`config.mk`:
```
export PLATFORM = sky130hd
export DESIGN_NAME = dcc_regs
export DESIGN_NICKNAME = d
export VERILOG_FILES = /design/src/hdl/dcc_pkg.sv /design/src/hdl/dcc_chan_sel.sv /design/src/hdl/dcc_regs.sv
export SDC_FILE = /design/constraint.sdc
export NUM_CORES = 1
export LEC_CHECK = 0
export BUFFER_PORTS_ARGS = -buffer_cell sky130_fd_sc_hd__buf_4
export CAP_MARGIN = 20
export CORE_ASPECT_RATIO = 1.5
export CORE_MARGIN = 1
export CORE_UTILIZATION = 35
export CTS_BUF_LIST = sky130_fd_sc_hd__clkbuf_8
export CTS_CLUSTER_DIAMETER = 80
export DETAILED_ROUTE_END_ITERATION = 6
export HOLD_SLACK_MARGIN = 0.02
export PLACE_DENSITY_LB_ADDON = 0.25
export SLEW_MARGIN = 20
export SYNTH_ARGS = -nofsm -noshare
export SYNTH_HDL_FRONTEND = slang
export SYNTH_SLANG_ARGS = --single-unit
```
`constraint.sdc`:
```
create_clock -name CLK -period 3.9 [get_ports CLK]
set_input_delay 0.78 -clock CLK [delete_from_list [all_inputs] [get_ports CLK]]
set_output_delay 0.78 -clock CLK [all_outputs]
set_load 0.005 [all_outputs]
```
`src/hdl/dcc_pkg.sv`:
```
// Constants and types for the memory channel control register bank.
// Assumes a 12-bit byte offset inside the chipset MMIO window and dword accesses.
package dcc_pkg;

    // ==========================================================
    // Register map
    localparam int          DCC_NUM_OPQ = 9;
    localparam logic [11:0] DCC_OFS_CHAN_CTL     = 12'h200;
    localparam logic [11:0] DCC_OFS_CHAN_CTL_TWO = 12'h204;
    // Opaque registers: fsb power 3/4, snoop, sleep timing, fsb power 5,
    // write cache, arbiter 0/1, sideband test.
    localparam logic [11:0] DCC_OPQ_OFS [DCC_NUM_OPQ] = '{
        12'h040, 12'h044, 12'h048, 12'h090, 12'h094,
        12'h218, 12'h220, 12'h224, 12'h230};
    localparam logic [31:0] DCC_OPQ_RST [DCC_NUM_OPQ] = '{
        32'h00000000, 32'h00000002, 32'h80800000, 32'h00005055, 32'h00010080,
        32'hA4008000, 32'h00000264, 32'h00000000, 32'h340A0000};
    localparam logic [31:0] DCC_CTL_RST      = 32'h00000000;
    localparam logic [31:0] DCC_CTL_TWO_RST  = 32'h00000000;

    // ==========================================================
    // Field layout
    localparam logic [31:0] DCC_CTL_RW_MASK      = 32'h1F7F8000;
    localparam logic [31:0] DCC_CTL_LOCK_MASK    = 32'h00000602;
    localparam logic [31:0] DCC_CTL_TWO_LOCK_MASK = 32'h0000FFFF;
    localparam int          DCC_EMRS_LSB  = 21;
    localparam int          DCC_INDEP_BIT = 20;
    localparam int          DCC_IC_BIT    = 19;
    localparam int          DCC_SMS_LSB   = 16;
    localparam int          DCC_XOR_BIT   = 10;
    localparam int          DCC_AMODE_BIT = 1;
    localparam int          DCC_MGMT_ENGINE_REGION_SIZE_W    = 16;
    localparam logic [2:0]  DCC_SMS_EMRS  = 3'h4;
    localparam logic [1:0]  DCC_EMRS_RSVD = 2'h3;
    localparam logic [2:0]  DCC_BANK_NONE = 3'h0;
    localparam logic [2:0]  DCC_BANK_STEP = 3'h1;

    // ==========================================================
    // Transaction steering
    localparam int DCC_INTLV_BIT = 6;
    localparam int DCC_XOR_LO    = 12;
    localparam int DCC_XOR_HI    = 19;

    typedef struct packed {
        logic       init_done;
        logic [2:0] cmd;
    } dcc_chan_ctl_t;

endpackage

```
`src/hdl/dcc_chan_sel.sv`:
```
// Per-channel selection of init controls and extended mode bank address.
// Assumes the per-channel control register lives outside and feeds own_ctl.
`timescale 1ns/1ps
module dcc_chan_sel
    import dcc_pkg::*;
(
    input  wire logic          clk,
    input  wire logic          rst,
    input  wire dcc_chan_ctl_t shared_ctl,
    input  wire dcc_chan_ctl_t own_ctl,
    input  wire logic          indep,
    input  wire logic [1:0]    emrs_sel,
    output dcc_chan_ctl_t      ctl_r,
    output logic [2:0]         bank_r
);

    dcc_chan_ctl_t ctl_nxt;
    logic [2:0]    bank_nxt;

    // ==========================================================
    // Control source
    always_comb
    begin
        ctl_nxt = indep ? own_ctl : shared_ctl;
    end

    always_comb
    begin
        bank_nxt = DCC_BANK_NONE;
        // The reserved select issues no bank, so a stray code cannot hit bank 4.
        if (ctl_nxt.cmd == DCC_SMS_EMRS && emrs_sel != DCC_EMRS_RSVD)
        begin
            bank_nxt = {1'b0, emrs_sel} + DCC_BANK_STEP;
        end
    end

    always_ff @(posedge clk)
    begin
        if (rst)
        begin
            ctl_r <= '0;
        end
        else
        begin
            ctl_r <= ctl_nxt;
        end
    end

    always_ff @(posedge clk)
    begin
        if (rst)
        begin
            bank_r <= DCC_BANK_NONE;
        end
        else
        begin
            bank_r <= bank_nxt;
        end
    end
endmodule // dcc_chan_sel

```
`src/hdl/dcc_regs.sv`:
```
// Memory channel control register bank with its channel steering logic.
// Assumes dword-or-smaller aligned MMIO accesses from the host bridge decoder,
// a lock input from config space, and per-channel control and rank boundary
// values supplied by neighbouring blocks.
`timescale 1ns/1ps
module dcc_regs
    import dcc_pkg::*;
#(
    parameter int TXN_AW = 32
)
(
    input  wire logic          CLK,
    input  wire logic          RESET,
    input  wire logic [11:0]   MMIO_ADDR,
    input  wire logic          MMIO_WR,
    input  wire logic          MMIO_RD,
    input  wire logic [3:0]    MMIO_BE,
    input  wire logic [31:0]   MMIO_WDATA,
    output logic [31:0]        MMIO_RDATA,
    output logic               MMIO_RVALID,
    input  wire logic          LOCK,
    input  wire dcc_chan_ctl_t CH0_OWN_CTL,
    input  wire dcc_chan_ctl_t CH1_OWN_CTL,
    output dcc_chan_ctl_t      CH0_CTL,
    output dcc_chan_ctl_t      CH1_CTL,
    output logic [2:0]         CH0_BANK,
    output logic [2:0]         CH1_BANK,
    output logic               XOR_DISABLE,
    output logic               SYMMETRIC_MODE,
    output logic [15:0]        MGMT_REGION_SIZE,
    input  wire logic          TXN_VALID,
    input  wire logic [TXN_AW-1:0] TXN_ADDR,
    input  wire logic [TXN_AW-1:0] RANK_BOUND,
    output logic               TXN_CHAN_VALID,
    output logic               TXN_CHAN
);

    if (TXN_AW <= DCC_XOR_HI)
    begin : g_chk
        $error("TXN_AW too small for the XOR hash range");
    end

    logic [31:0] ctl_r;
    logic [31:0] ctl_nxt;
    logic [31:0] ctl_two_r;
    logic [31:0] ctl_two_nxt;
    logic [31:0] opq_r [DCC_NUM_OPQ];
    logic        lock_r;
    logic [31:0] be_mask;
    logic [31:0] rd_nxt;
    logic        chan_nxt;
    dcc_chan_ctl_t shared_ctl;

    assign be_mask = {{8{MMIO_BE[3]}}, {8{MMIO_BE[2]}}, {8{MMIO_BE[1]}}, {8{MMIO_BE[0]}}};
    assign shared_ctl = '{init_done: ctl_r[DCC_IC_BIT], cmd: ctl_r[DCC_SMS_LSB +: 3]};

    // ==========================================================
    // Lock
    // The lock is sticky so a glitch on the source cannot reopen the bits.
    always_ff @(posedge CLK)
    begin
        if (RESET)
        begin
            lock_r <= 1'b0;
        end
        else if (LOCK)
        begin
            lock_r <= 1'b1;
        end
    end

    // ==========================================================
    // Channel control registers
    always_comb
    begin
        logic [31:0] m;
        m = be_mask & (DCC_CTL_RW_MASK | (lock_r ? 32'h0 : DCC_CTL_LOCK_MASK));
        ctl_nxt = ctl_r;
        if (MMIO_WR && MMIO_ADDR == DCC_OFS_CHAN_CTL)
        begin
            ctl_nxt = (ctl_r & ~m) | (MMIO_WDATA & m);
        end
    end

    always_comb
    begin
        logic [31:0] m;
        m = lock_r ? 32'h0 : (be_mask & DCC_CTL_TWO_LOCK_MASK);
        ctl_two_nxt = ctl_two_r;
        if (MMIO_WR && MMIO_ADDR == DCC_OFS_CHAN_CTL_TWO)
        begin
            ctl_two_nxt = (ctl_two_r & ~m) | (MMIO_WDATA & m);
        end
    end

    always_ff @(posedge CLK)
    begin
        if (RESET)
        begin
            ctl_r     <= DCC_CTL_RST;
            ctl_two_r <= DCC_CTL_TWO_RST;
        end
        else
        begin
            ctl_r     <= ctl_nxt;
            ctl_two_r <= ctl_two_nxt;
        end
    end

    // ==========================================================
    // Opaque registers
    // Bit-level access of these is not broken out, so they are held fully writable.
    always_ff @(posedge CLK)
    begin
        for (int i = 0; i < DCC_NUM_OPQ; i++)
        begin
            if (RESET)
            begin
                opq_r[i] <= DCC_OPQ_RST[i];
            end
            else if (MMIO_WR && MMIO_ADDR == DCC_OPQ_OFS[i])
            begin
                opq_r[i] <= (opq_r[i] & ~be_mask) | (MMIO_WDATA & be_mask);
            end
        end
    end

    // ==========================================================
    // Read path
    always_comb
    begin
        rd_nxt = 32'h0;
        if (MMIO_ADDR == DCC_OFS_CHAN_CTL)
        begin
            rd_nxt = ctl_r;
        end
        if (MMIO_ADDR == DCC_OFS_CHAN_CTL_TWO)
        begin
            rd_nxt = ctl_two_r;
        end
        for (int i = 0; i < DCC_NUM_OPQ; i++)
        begin
            if (MMIO_ADDR == DCC_OPQ_OFS[i])
            begin
                rd_nxt = opq_r[i];
            end
        end
    end

    always_ff @(posedge CLK)
    begin
        if (RESET)
        begin
            MMIO_RDATA  <= 32'h0;
            MMIO_RVALID <= 1'b0;
        end
        else
        begin
            MMIO_RVALID <= MMIO_RD;
            MMIO_RDATA  <= MMIO_RD ? rd_nxt : 32'h0;
        end
    end

    // ==========================================================
    // Decoded controls
    always_ff @(posedge CLK)
    begin
        if (RESET)
        begin
            XOR_DISABLE      <= 1'b0;
            SYMMETRIC_MODE   <= 1'b0;
            MGMT_REGION_SIZE <= 16'h0;
        end
        else
        begin
            XOR_DISABLE      <= ctl_r[DCC_XOR_BIT];
            SYMMETRIC_MODE   <= ctl_r[DCC_AMODE_BIT];
            MGMT_REGION_SIZE <= ctl_two_r[DCC_MGMT_ENGINE_REGION_SIZE_W-1:0];
        end
    end

    dcc_chan_sel u_ch0 (
        .clk        (CLK),
        .rst        (RESET),
        .shared_ctl (shared_ctl),
        .own_ctl    (CH0_OWN_CTL),
        .indep      (ctl_r[DCC_INDEP_BIT]),
        .emrs_sel   (ctl_r[DCC_EMRS_LSB +: 2]),
        .ctl_r      (CH0_CTL),
        .bank_r     (CH0_BANK)
    );

    dcc_chan_sel u_ch1 (
        .clk        (CLK),
        .rst        (RESET),
        .shared_ctl (shared_ctl),
        .own_ctl    (CH1_OWN_CTL),
        .indep      (ctl_r[DCC_INDEP_BIT]),
        .emrs_sel   (ctl_r[DCC_EMRS_LSB +: 2]),
        .ctl_r      (CH1_CTL),
        .bank_r     (CH1_BANK)
    );

    // ==========================================================
    // Transaction steering
    // Symmetric mode interleaves on a fixed address bit, optionally hashed with
    // upper bits; asymmetric mode fills channel 0 up to the rank boundary first.
    always_comb
    begin
        if (ctl_r[DCC_AMODE_BIT])
        begin
            chan_nxt = TXN_ADDR[DCC_INTLV_BIT]
                ^ (!ctl_r[DCC_XOR_BIT] & (^TXN_ADDR[DCC_XOR_HI:DCC_XOR_LO]));
        end
        else
        begin
            chan_nxt = TXN_ADDR >= RANK_BOUND;
        end
    end

    always_ff @(posedge CLK)
    begin
        if (RESET)
        begin
            TXN_CHAN_VALID <= 1'b0;
            TXN_CHAN       <= 1'b0;
        end
        else
        begin
            TXN_CHAN_VALID <= TXN_VALID;
            TXN_CHAN       <= TXN_VALID ? chan_nxt : 1'b0;
        end
    end
endmodule // dcc_regs

```
Yosys cells after proc, flatten, opt, wreduce, memory -nomap -nowiden:

Memories as Yosys holds them, arrays and structs flattened.
Cells that the tools add are included.
Widths: inputs -> output; s select.

* register bits: 132
* bits in writable memories: 288
* input port bits: 126
* output and inout port bits: 67
* logic and storage cells: 150
* memories: 1

Memory list
* opq_r: words 9, width 32, read ports 9, clocked after memory_dff 0, write ports 9, RTL line dcc_regs.sv:47 `logic [31:0] opq_r [DCC_NUM_OPQ];`

* add/subtract/negate cells: 1
* magnitude comparators: 1
* equality and inequality tests: 14
* muxes and demuxes: 54
* bitwise gates (word level): 44
* reductions and logical operators: 19

Operators with widths (count)
* $mux 32: 20
* $and 32x32->32: 13
* $or 32x32->32: 11
* $eq 12x10->1 const B: 6
* $not 32->32: 2
* $eq 12x7->1 const B: 3
* $and 32x16->32: 1
* $and 32x29->32: 1
* $ge 32x32->1: 1
* $not 16->32: 1
* $mux 1: 30
* $eq 12x8->1 const B: 2
* $mux 16: 1
* $logic_and 1x1->1: 13
* $mux 11: 1
* $or 1x1->1: 9
* $mux 4: 2
* $reduce_or 2->1: 4
* $reduce_xor 8->1: 1
* $eq 3x3->1 const B: 2
* $not 1->1: 4
* $add 2x1->3 const B: 1
* $ne 2x2->1 const B: 1
* $and 1x1->1: 1
* other kinds (2): 2

Logic depth before layout (Yosys ltp):

Gate-level depths: netlist of run 1.

* depth after elaboration: 12
* mapped depth: 10
* depth with buffers taken out: 8

Hierarchy:

A second synthesis of run 1 with hierarchy kept.

* cell total of the unflattened synthesis: 1853
* area, all modules: 19344.8 sq um

By module, submodules not included
* dcc_regs: times used 1, cells each 1805, area each 18809.3 sq um, seq. area each 10369.9 sq um
* dcc_chan_sel: times used 2, cells each 24, area each 267.8 sq um, seq. area each 140.1 sq um

Worst setup path after synthesis of run 1:

No wires, ideal clock.

* path type: input-to-reg
* from: input port MMIO_ADDR[0]
* to: memory opq_r[6][0], enable pin
* arrival: 2971 ps
* data required time: 3512 ps
* path slack: 541 ps
* cell stages on the path: 7
* path buffers: 3
* cells stage by stage: buf_2 or3_1 buf_6 or4_4 nor2_4 buf_6 a21o_1

RTL lines
* from (decl): RTL line dcc_regs.sv:14 `input wire logic [11:0] MMIO_ADDR,`
* to (decl): RTL line dcc_regs.sv:47

Worst setup path after layout of run 1:

* from: input port MMIO_ADDR[11]
* to: register MMIO_RDATA[15]

* cells in the longest elaborated chain, start to end: 12
* elaborated cells on any way between the ends: 22

Ends and longest elaborated chain
* $eq 12x10->1: RTL line dcc_regs.sv:133 `if (MMIO_ADDR == DCC_OFS_CHAN_CTL)`
* $mux 32: RTL line dcc_regs.sv:133
* $mux 32: RTL line dcc_regs.sv:137 `if (MMIO_ADDR == DCC_OFS_CHAN_CTL_TWO)`
* $mux 32 (8 in series): RTL line dcc_regs.sv:143 `if (MMIO_ADDR == DCC_OPQ_OFS[i])`
* $mux 32 *: RTL line dcc_regs.sv:143
* to (signal assigned): RTL line dcc_regs.sv:160 `MMIO_RDATA <= MMIO_RD ? rd_nxt : 32'h0;`
* to (decl): RTL line dcc_regs.sv:19 `output logic [31:0] MMIO_RDATA,`

Every way passes the cells marked *; elsewhere a longest branch is shown, timed or not.
A chain may end at the register's enable or synchronous reset.

==> impl_metrics.csv, run 1 <==
group,metric,value,unit
run_status,outcome,"finished, violations left",
run_status,violations,"design-rule violations",
worst_hold_path,holdPathStages,3,
clock_network,clk-insertion-delay-late,0.66,ns
setup_path,cp_common_cell,"buf_4",
clock_network,post-cts-setup-buffer-count,0,
clock_network,ctsResizeCount,0,
clock_network,clockRootBuffer,"clkbuf_8",
worst_hold_path,min_to,"TXN_CHAN_VALID$_SDFF_PP0_",
synth,ys_seq_area_share,55.3,%
clock_network,cts_tree,"built",
finish,final_common_cell,"a21oi_1",
setup_path,startpoint_type,"input pin",
synth,yosysWarnings,0,
timing,rsz0062_at_grt,"no",
flow_run,drv_cap,0,
floorplanning,die_h,289,um
setup_path,crit_required,4.46,ns
routing,drt-initial-drc-count,1333,
placed_design,dp_hpwl,48.0,mm
timing,hold_violations,0,
synth,synth-edff-count,288,
synth,synth_cell_types,76,
routing,ant_nets,0,
setup_path,slowest_stage,"a311oi_1",
worst_hold_path,min_path_type,"in2reg",
floorplanning,start_util,35.6,%
setup_path,crit_path_end_kind,"flip-flop",
timing,worstMarginPinSlew,0.893,ns
setup_path,critPathBufInv,3,
floorplanning,num_rows,104,
routing,vias_per_cell,5.65,
global_route,grt_pass1_vias,15693,
finish,drive_above_1_share,17.6,%
floorplanning,die_area,56000,um2
routing,via_count,15672,
clock_network,ctsLongestPathBuffers,3,
placed_design,place.gp.congestion,0.892,
clock_network,path_clk_slew,0.06,ns
setup_path,reg2reg_from,"opq_r[5][13]$_SDFFCE_PN0P_",
worst_hold_path,hold_start,"TXN_VALID",
finish,syn2layout_area_growth,18.1,%
synth,async_flop_share,0,%
power,power_leakage,8.35,nW
setup_path,worstPathMaxFanout,14,
placed_design,numPortBuffers,192,
setup_path,crit_family,"simple AND/OR/NAND/NOR gates",
finish,fin_util,42.1,%
floorplanning,core,54000,um2
timing,final_max_slew_viol_count,0,
synth,post_synth_instance_area,19200,um2
global_route,grt_usage,23.9,%
timing,setup_viol,0,
global_route,grt_pass1_wl,101,mm
finish,mostFrequentLayoutCells,"a21oi_1, nand2b_1, edfxtp_1, buf_4, nand2_1",
setup_path,rrSetupSlack,2.05,ns
power,vdd_drop_max,0.263,mV
routing,wl_per_cell,24.4,um
timing,min_period,2.90,ns
timing,holdWs,0.350,ns
clock_network,htree_num_levels,2,
setup_path,critPathMaxStageDelay,0.59,ns
global_route,grt_antenna_before_repair,4,
timing,setup_tns,0,ns
clock_network,cts_buffers,61,
routing,drc,7,
routing,first_pass_iters,7,
synth,netlist_instances,1836,
global_route,grt-ovfl-total,0,
synth,synthFlopType,"edfxtp_1",
setup_path,rr_endpoint,"MMIO_RDATA[13]$_SDFF_PP0_",
setup_path,r2r_cells,4,
routing,routed_wl,67.8,mm
clock_network,clock-sinks,388,
setup_path,crit_chain,"buf_4 -> nor3_1 -> buf_4 -> nand3_1 -> nor2_1 -> buf_4 -> a21oi_1 -> a311oi_1 -> o221a_1",
floorplanning,fp.dieW,193,um
timing,clock.fmax,0.345,GHz
global_route,grt_max_degree,83,
synth,ys_seq_elements,388,
power,power.density,381,nW/um2
timing,fin_worst_skew,0.0332,ns
timing,relSlewSlack,40.4,%
clock_network,cts-hold-fix-buffers,0,
synth,avgSynthCellArea,10.5,um2
setup_path,criticalPathCategory,"in2reg",
setup_path,critPathArrivalTime,3.46,ns
finish,fill_cells,5296,
timing,period_share,74.3,%
floorplanning,io_pins,193,
finish,fin_nets,2189,
[stage by stage]
stage	instance area, um2	total power, W	worst slack (ns)	cells
after CTS	22700	0.00874	1.12	2771
after global routing	22700	0.00897	0.943	2773
after detailed placement	21500	0.00535	0.442	2656
final	22700	0.00866	1.00	2773
after floorplan	19300	0.00503	0.541	1837
after global placement	21500	0.00534	0.482	2656
[cells by family after synthesis]
logic type      after synthesis  synth area share [%]
compound gates              571                  17.7
xor+xnor                      9                 0.410
fa+ha+maj                    33                  2.14
buf+inv                     170                  3.72
flops                       388                  55.3
mux                          48                  2.53
other cells                   1                0.0195
simple gates                616                  18.2
[routing by layer]
metal	part of all wire (%)	GRT usage, %	vias up
met2	54	45.3	594
met4	5.2	12.5	4
met5	0.032	0	-
met1	36	26.2	7768
met3	5.0	2.97	164
li1	-	-	7142
[cell usage after synthesis, types with 5 or more instances]
master | instances | share of area [%]
a21oi_1 | 345 | 9.0
nand2b_1 | 292 | 9.5
edfxtp_1 | 288 | 45
nand2_1 | 116 | 2.3
dfxtp_1 | 100 | 10
clkbuf_1 | 88 | 1.7
nor2_1 | 67 | 1.3
mux2i_1 | 43 | 2.2
inv_1 | 42 | 0.82
o21ai_0 | 41 | 1.1
ha_1 | 33 | 2.1
nand3_1 | 31 | 0.81
buf_2 | 29 | 0.75
nor2b_1 | 26 | 0.84
a22oi_1 | 25 | 0.97
o22ai_1 | 25 | 0.81
o221ai_1 | 18 | 0.82
nor3_1 | 15 | 0.39
a211oi_1 | 14 | 0.55
a21o_1 | 13 | 0.51
a31oi_1 | 11 | 0.36
nand4_1 | 10 | 0.32
o211ai_1 | 9 | 0.35
a221oi_1 | 8 | 0.36
a222oi_1 | 8 | 0.42
xnor2_1 | 8 | 0.36
a22o_1 | 7 | 0.32
o2bb2ai_1 | 7 | 0.32
a2bb2oi_1 | 6 | 0.27
o2111ai_1 | 6 | 0.27
o311a_1 | 6 | 0.31
or3_1 | 6 | 0.20
mux2_2 | 5 | 0.29
nor4_1 | 5 | 0.16
[flip-flops by register name (all words and copies together) (netlist names), named ones only]
name              cells
TXN_CHAN_VALID        1
lock_r                1
u_ch0.ctl_r           4
MGMT_REGION_SIZE     16
SYMMETRIC_MODE        1
XOR_DISABLE           1
MMIO_RVALID           1
opq_r               288
u_ch1.bank_r          3
u_ch0.bank_r          3
MMIO_RDATA           32
u_ch1.ctl_r           4
TXN_CHAN              1
[how the worst max path moves through the flow]
stage                        from                        end  slack (ns)  cells after the start
global route        MMIO_ADDR[11]   MMIO_RDATA[8]$_SDFF_PP0_        0.94                      9
detailed placement  MMIO_ADDR[11]  MMIO_RDATA[15]$_SDFF_PP0_        0.44                      7
floorplan            MMIO_ADDR[0]  opq_r[6][0]$_SDFFCE_PN0P_        0.54                      7
CTS                 MMIO_ADDR[11]  MMIO_RDATA[15]$_SDFF_PP0_        1.12                      7
finish              MMIO_ADDR[11]  MMIO_RDATA[15]$_SDFF_PP0_        1.00                      9
global placement    MMIO_ADDR[11]   MMIO_RDATA[8]$_SDFF_PP0_        0.48                      9
[power by group]
group	switching, W	internal (W)
clock	0.00166	0.00173
combinational	0.000425	0.000266
sequential	0.0000599	0.00452
total	0.00215	0.00652
[worst register-to-register path, delay by kind of cell (launching register included)]
kind / cells / cell delay [ns]
compound gates: 4 / 1.31
flops: 1 / 0.39
[cell type report]
type	instances	area, um2	area share (%)
flip-flops and latches	388	10700	46.8
multi-input cells	1279	7890	34.7
repair buffers	258	1990	8.74
clock buffers	72	991	4.36
well taps	689	862	3.79
clock inverters	43	198	0.869
inverters	42	158	0.693
diodes	2	5.00	0.0220
(Power assumes the default switching activity.)
==> run 2: changes to the inputs <==
--- a/config.mk
+++ b/config.mk
@@ -5,6 +5,7 @@
 export SDC_FILE = /design/constraint.sdc
 export NUM_CORES = 1
 export LEC_CHECK = 0
+export ABC_AREA = 1
 export BUFFER_PORTS_ARGS = -buffer_cell sky130_fd_sc_hd__buf_4
 export CAP_MARGIN = 20
 export CORE_ASPECT_RATIO = 1.5
==> constraint.sdc (replaced) <==
create_clock -name CLK -period 2.7 [get_ports CLK]
set_input_delay 0.54 -clock CLK [delete_from_list [all_inputs] [get_ports CLK]]
set_output_delay 0.54 -clock CLK [all_outputs]
set_load 0.005 [all_outputs]
==> impl_metrics.csv, run 2 <==
group,metric,value,unit
run_status,outcome,"finished, final reports clean",
power,power_leakage,8.96,nW
floorplanning,start_util,35.5,%
global_route,grt_max_degree,73,
finish,reg_top3,"opq_r: 288 flops, MMIO_RDATA: 32 flops, MGMT_REGION_SIZE: 16 flops",
clock_network,clock-sinks,388,
routing,via_count,15312,
setup_path,rrSetupSlack,0.95,ns
placed_design,dp_hpwl,39.9,mm
setup_path,critPathArrivalTime,2.60,ns
clock_network,cts_buffers,66,
clock_network,clk-insertion-delay-late,0.63,ns
floorplanning,die_h,283,um
placed_design,place_area,21000,um2
timing,setup_tns,0,ns
synth,avgSynthCellArea,9.15,um2
power,power.density,582,nW/um2
placed_design,numPortBuffers,192,
synth,synth_cell_types,46,
global_route,grt-ovfl-total,0,
synth,post_synth_instance_area,18400,um2
synth,synth-edff-count,288,
finish,postLayoutCellArea,22400,um2
clock_network,ctsLongestPathBuffers,3,
synth,async_flop_share,0,%
routing,wl_per_cell,19.0,um
timing,period_share,77.2,%
synth,ys_seq_elements,388,
global_route,grt_usage,21.1,%
power,clockPowerShare,42.4,%
floorplanning,core,51800,um2
routing,routed_wl,56.6,mm
clock_network,ctsResizeCount,0,
floorplanning,die_area,53600,um2
finish,fin_nets,2409,
synth,synth_most_common_cell,"a21oi_1",
finish,mostFrequentLayoutCells,"a21oi_1, nor2_1, nand2_1, edfxtp_1, buf_4",
finish,largest_reg_flops,288,
timing,final_max_slew_viol_count,0,
global_route,grt_antenna_before_repair,1,
routing,drc,0,
floorplanning,num_rows,102,
routing,ant_nets,0,
power,combPwrFrac,6.9,%
power,swShare,23.8,%
timing,worstMarginPinSlew,0.740,ns
setup_path,crit_required,3.21,ns
routing,first_pass_iters,5,
power,sequentialPowerShare,50.7,%
routing,vias_per_cell,5.14,
floorplanning,io_pins,193,
clock_network,cts-hold-fix-buffers,0,
floorplanning,fp.dieW,189,um
timing,clock.fmax,0.479,GHz
setup_path,criticalPathCategory,"in2reg",
timing,rsz0062_at_grt,"no",
routing,drt-initial-drc-count,1269,
timing,min_period,2.09,ns
timing,fin_worst_skew,0.0246,ns
timing,relSlewSlack,50.4,%
synth,yosysTopAreaCell,"edfxtp_1",
setup_path,crit_path_end_kind,"flip-flop",
synth,synthTopCellsByCount,"a21oi_1, nor2_1, nand2_1, edfxtp_1, inv_1",
setup_path,worstPathMaxFanout,14,
global_route,grt_pass1_vias,15131,
synth,yosysWarnings,0,
finish,largest_register,"opq_r",
flow_run,drv_cap,0,
finish,drive_above_1_share,19.2,%
clock_network,cts_tree,"built",
synth,synth_top_area_share,47.0,%
clock_network,path_clk_slew,0.06,ns
power,power,0.0130,W
clock_network,htree_num_levels,3,
timing,hold_violations,0,
synth,synthFlopType,"edfxtp_1",
setup_path,startpoint_type,"input pin",
placed_design,place.gp.congestion,0.897,
power,vdd_drop_max,0.262,mV
finish,syn2layout_area_growth,21.5,%
clock_network,clockRootBuffer,"clkbuf_8",
clock_network,post-cts-setup-buffer-count,0,
global_route,grt_pass1_wl,87.2,mm
synth,ys_seq_area_share,57.8,%
power,p_sw,0.00311,W
timing,setup_viol,0,
finish,final_common_cell,"a21oi_1",
worst_hold_path,min_path_type,"in2reg",
power,power.internal,0.00992,W
synth,netlist_instances,2013,
synth,yosys-top-cells-area,"edfxtp_1, dfxtp_1, a21oi_1",
-- run 2: cell count changes after synthesis, sizes merged, moves of 31 or more --
cell / before / now
a21oi: 345 / 390
mux2i: 43 / 0
nand2b: 292 / 0
inv: 42 / 152
o21ai: 43 / 83
nand2: 118 / 309
clkinv: 0 / 31
nor2: 70 / 356
-- run 2: kinds of logic after synthesis --
| kind of cell | synth area share (%) |
|---|---|
| xor gates and xnor gates | 0.381 |
| AOI/OAI and AO/OA | 15.2 |
| adders and majority gates | 2.24 |
| and+or+nand+nor | 18.0 |
| DFF | 57.8 |
| other | 0.0204 |
| buffers and inverters | 6.31 |
-- run 2: path summary, 6_finish.rpt --
check | from | end | cells past startpoint
worst max register to register | flip-flop | MMIO_RDATA[20]$_SDFF_PP0_ | 12
worst min register to register | flip-flop | MGMT_REGION_SIZE[12]$_SDFF_PP0_ | 2
worst max-delay path | MMIO_ADDR[4] | MMIO_RDATA[19]$_SDFF_PP0_ | 19
worst min-delay path | LOCK | lock_r$_SDFFE_PP0P_ | 3
-- run 2: final cells by class --
type / instances / area, um2
well taps: 676 / 846
repair buffers: 265 / 2150
flip-flops and latches: 388 / 10700
diodes: 1 / 2.50
inverters: 183 / 687
multi-input cells: 1346 / 6660
clock buffers: 80 / 1100
fillers: 5211 / 29400
clock inverters: 40 / 269
-- run 2: power groups by stage --
stage / logic, W / registers [W] / clock network, W
3_5_place_dp: 0.000896 / 0.00673 / 0
5_1_grt: 0.000989 / 0.00662 / 0.00592
2_1_floorplan: 0.000495 / 0.00671 / 0
6_report: 0.000895 / 0.00660 / 0.00553
3_3_place_gp: 0.000880 / 0.00672 / 0
4_1_cts: 0.000898 / 0.00660 / 0.00565
-- run 2: metal layers --
| layer | vias up | wire length, um | global-route usage, % |
|---|---|---|---|
| met5 | - | 0 | 0 |
| met4 | 0 | 1760 | 9.23 |
| met3 | 82 | 4010 | 3.26 |
| met2 | 588 | 27200 | 35.5 |
| met1 | 7267 | 23700 | 26.6 |
| li1 | 7375 | - | - |
-- run 2: stage by stage --
step	worst slack, ns	hold WS, ns	std cells	utilization (%)
2_1_floorplan	0.0864	0.425	2014	-
3_3_place_gp	-0.0332	0.450	2858	40.5
3_5_place_dp	-0.0182	0.447	2858	40.5
4_1_cts	0.645	0.0830	2978	43.2
5_1_grt	0.405	0.122	2979	43.2
6_report	0.614	0.126	2979	43.2
-- run 2: worst max-delay path: stages --
cell	delay (ns)
buf_4	0.14
nor2_2	0.15
inv_2	0.06
nor2_2	0.10
nand2_2	0.09
nor2_4	0.38
buf_4	0.21
nand2_1	0.05
o211ai_1	0.07
nand2_1	0.09
nand2_1	0.08
o21ai_1	0.06
nand2_1	0.08
nand2_1	0.05
nand2_1	0.05
nand2_1	0.05
nand2_1	0.06
nand2_1	0.05
a21oi_1	0.22
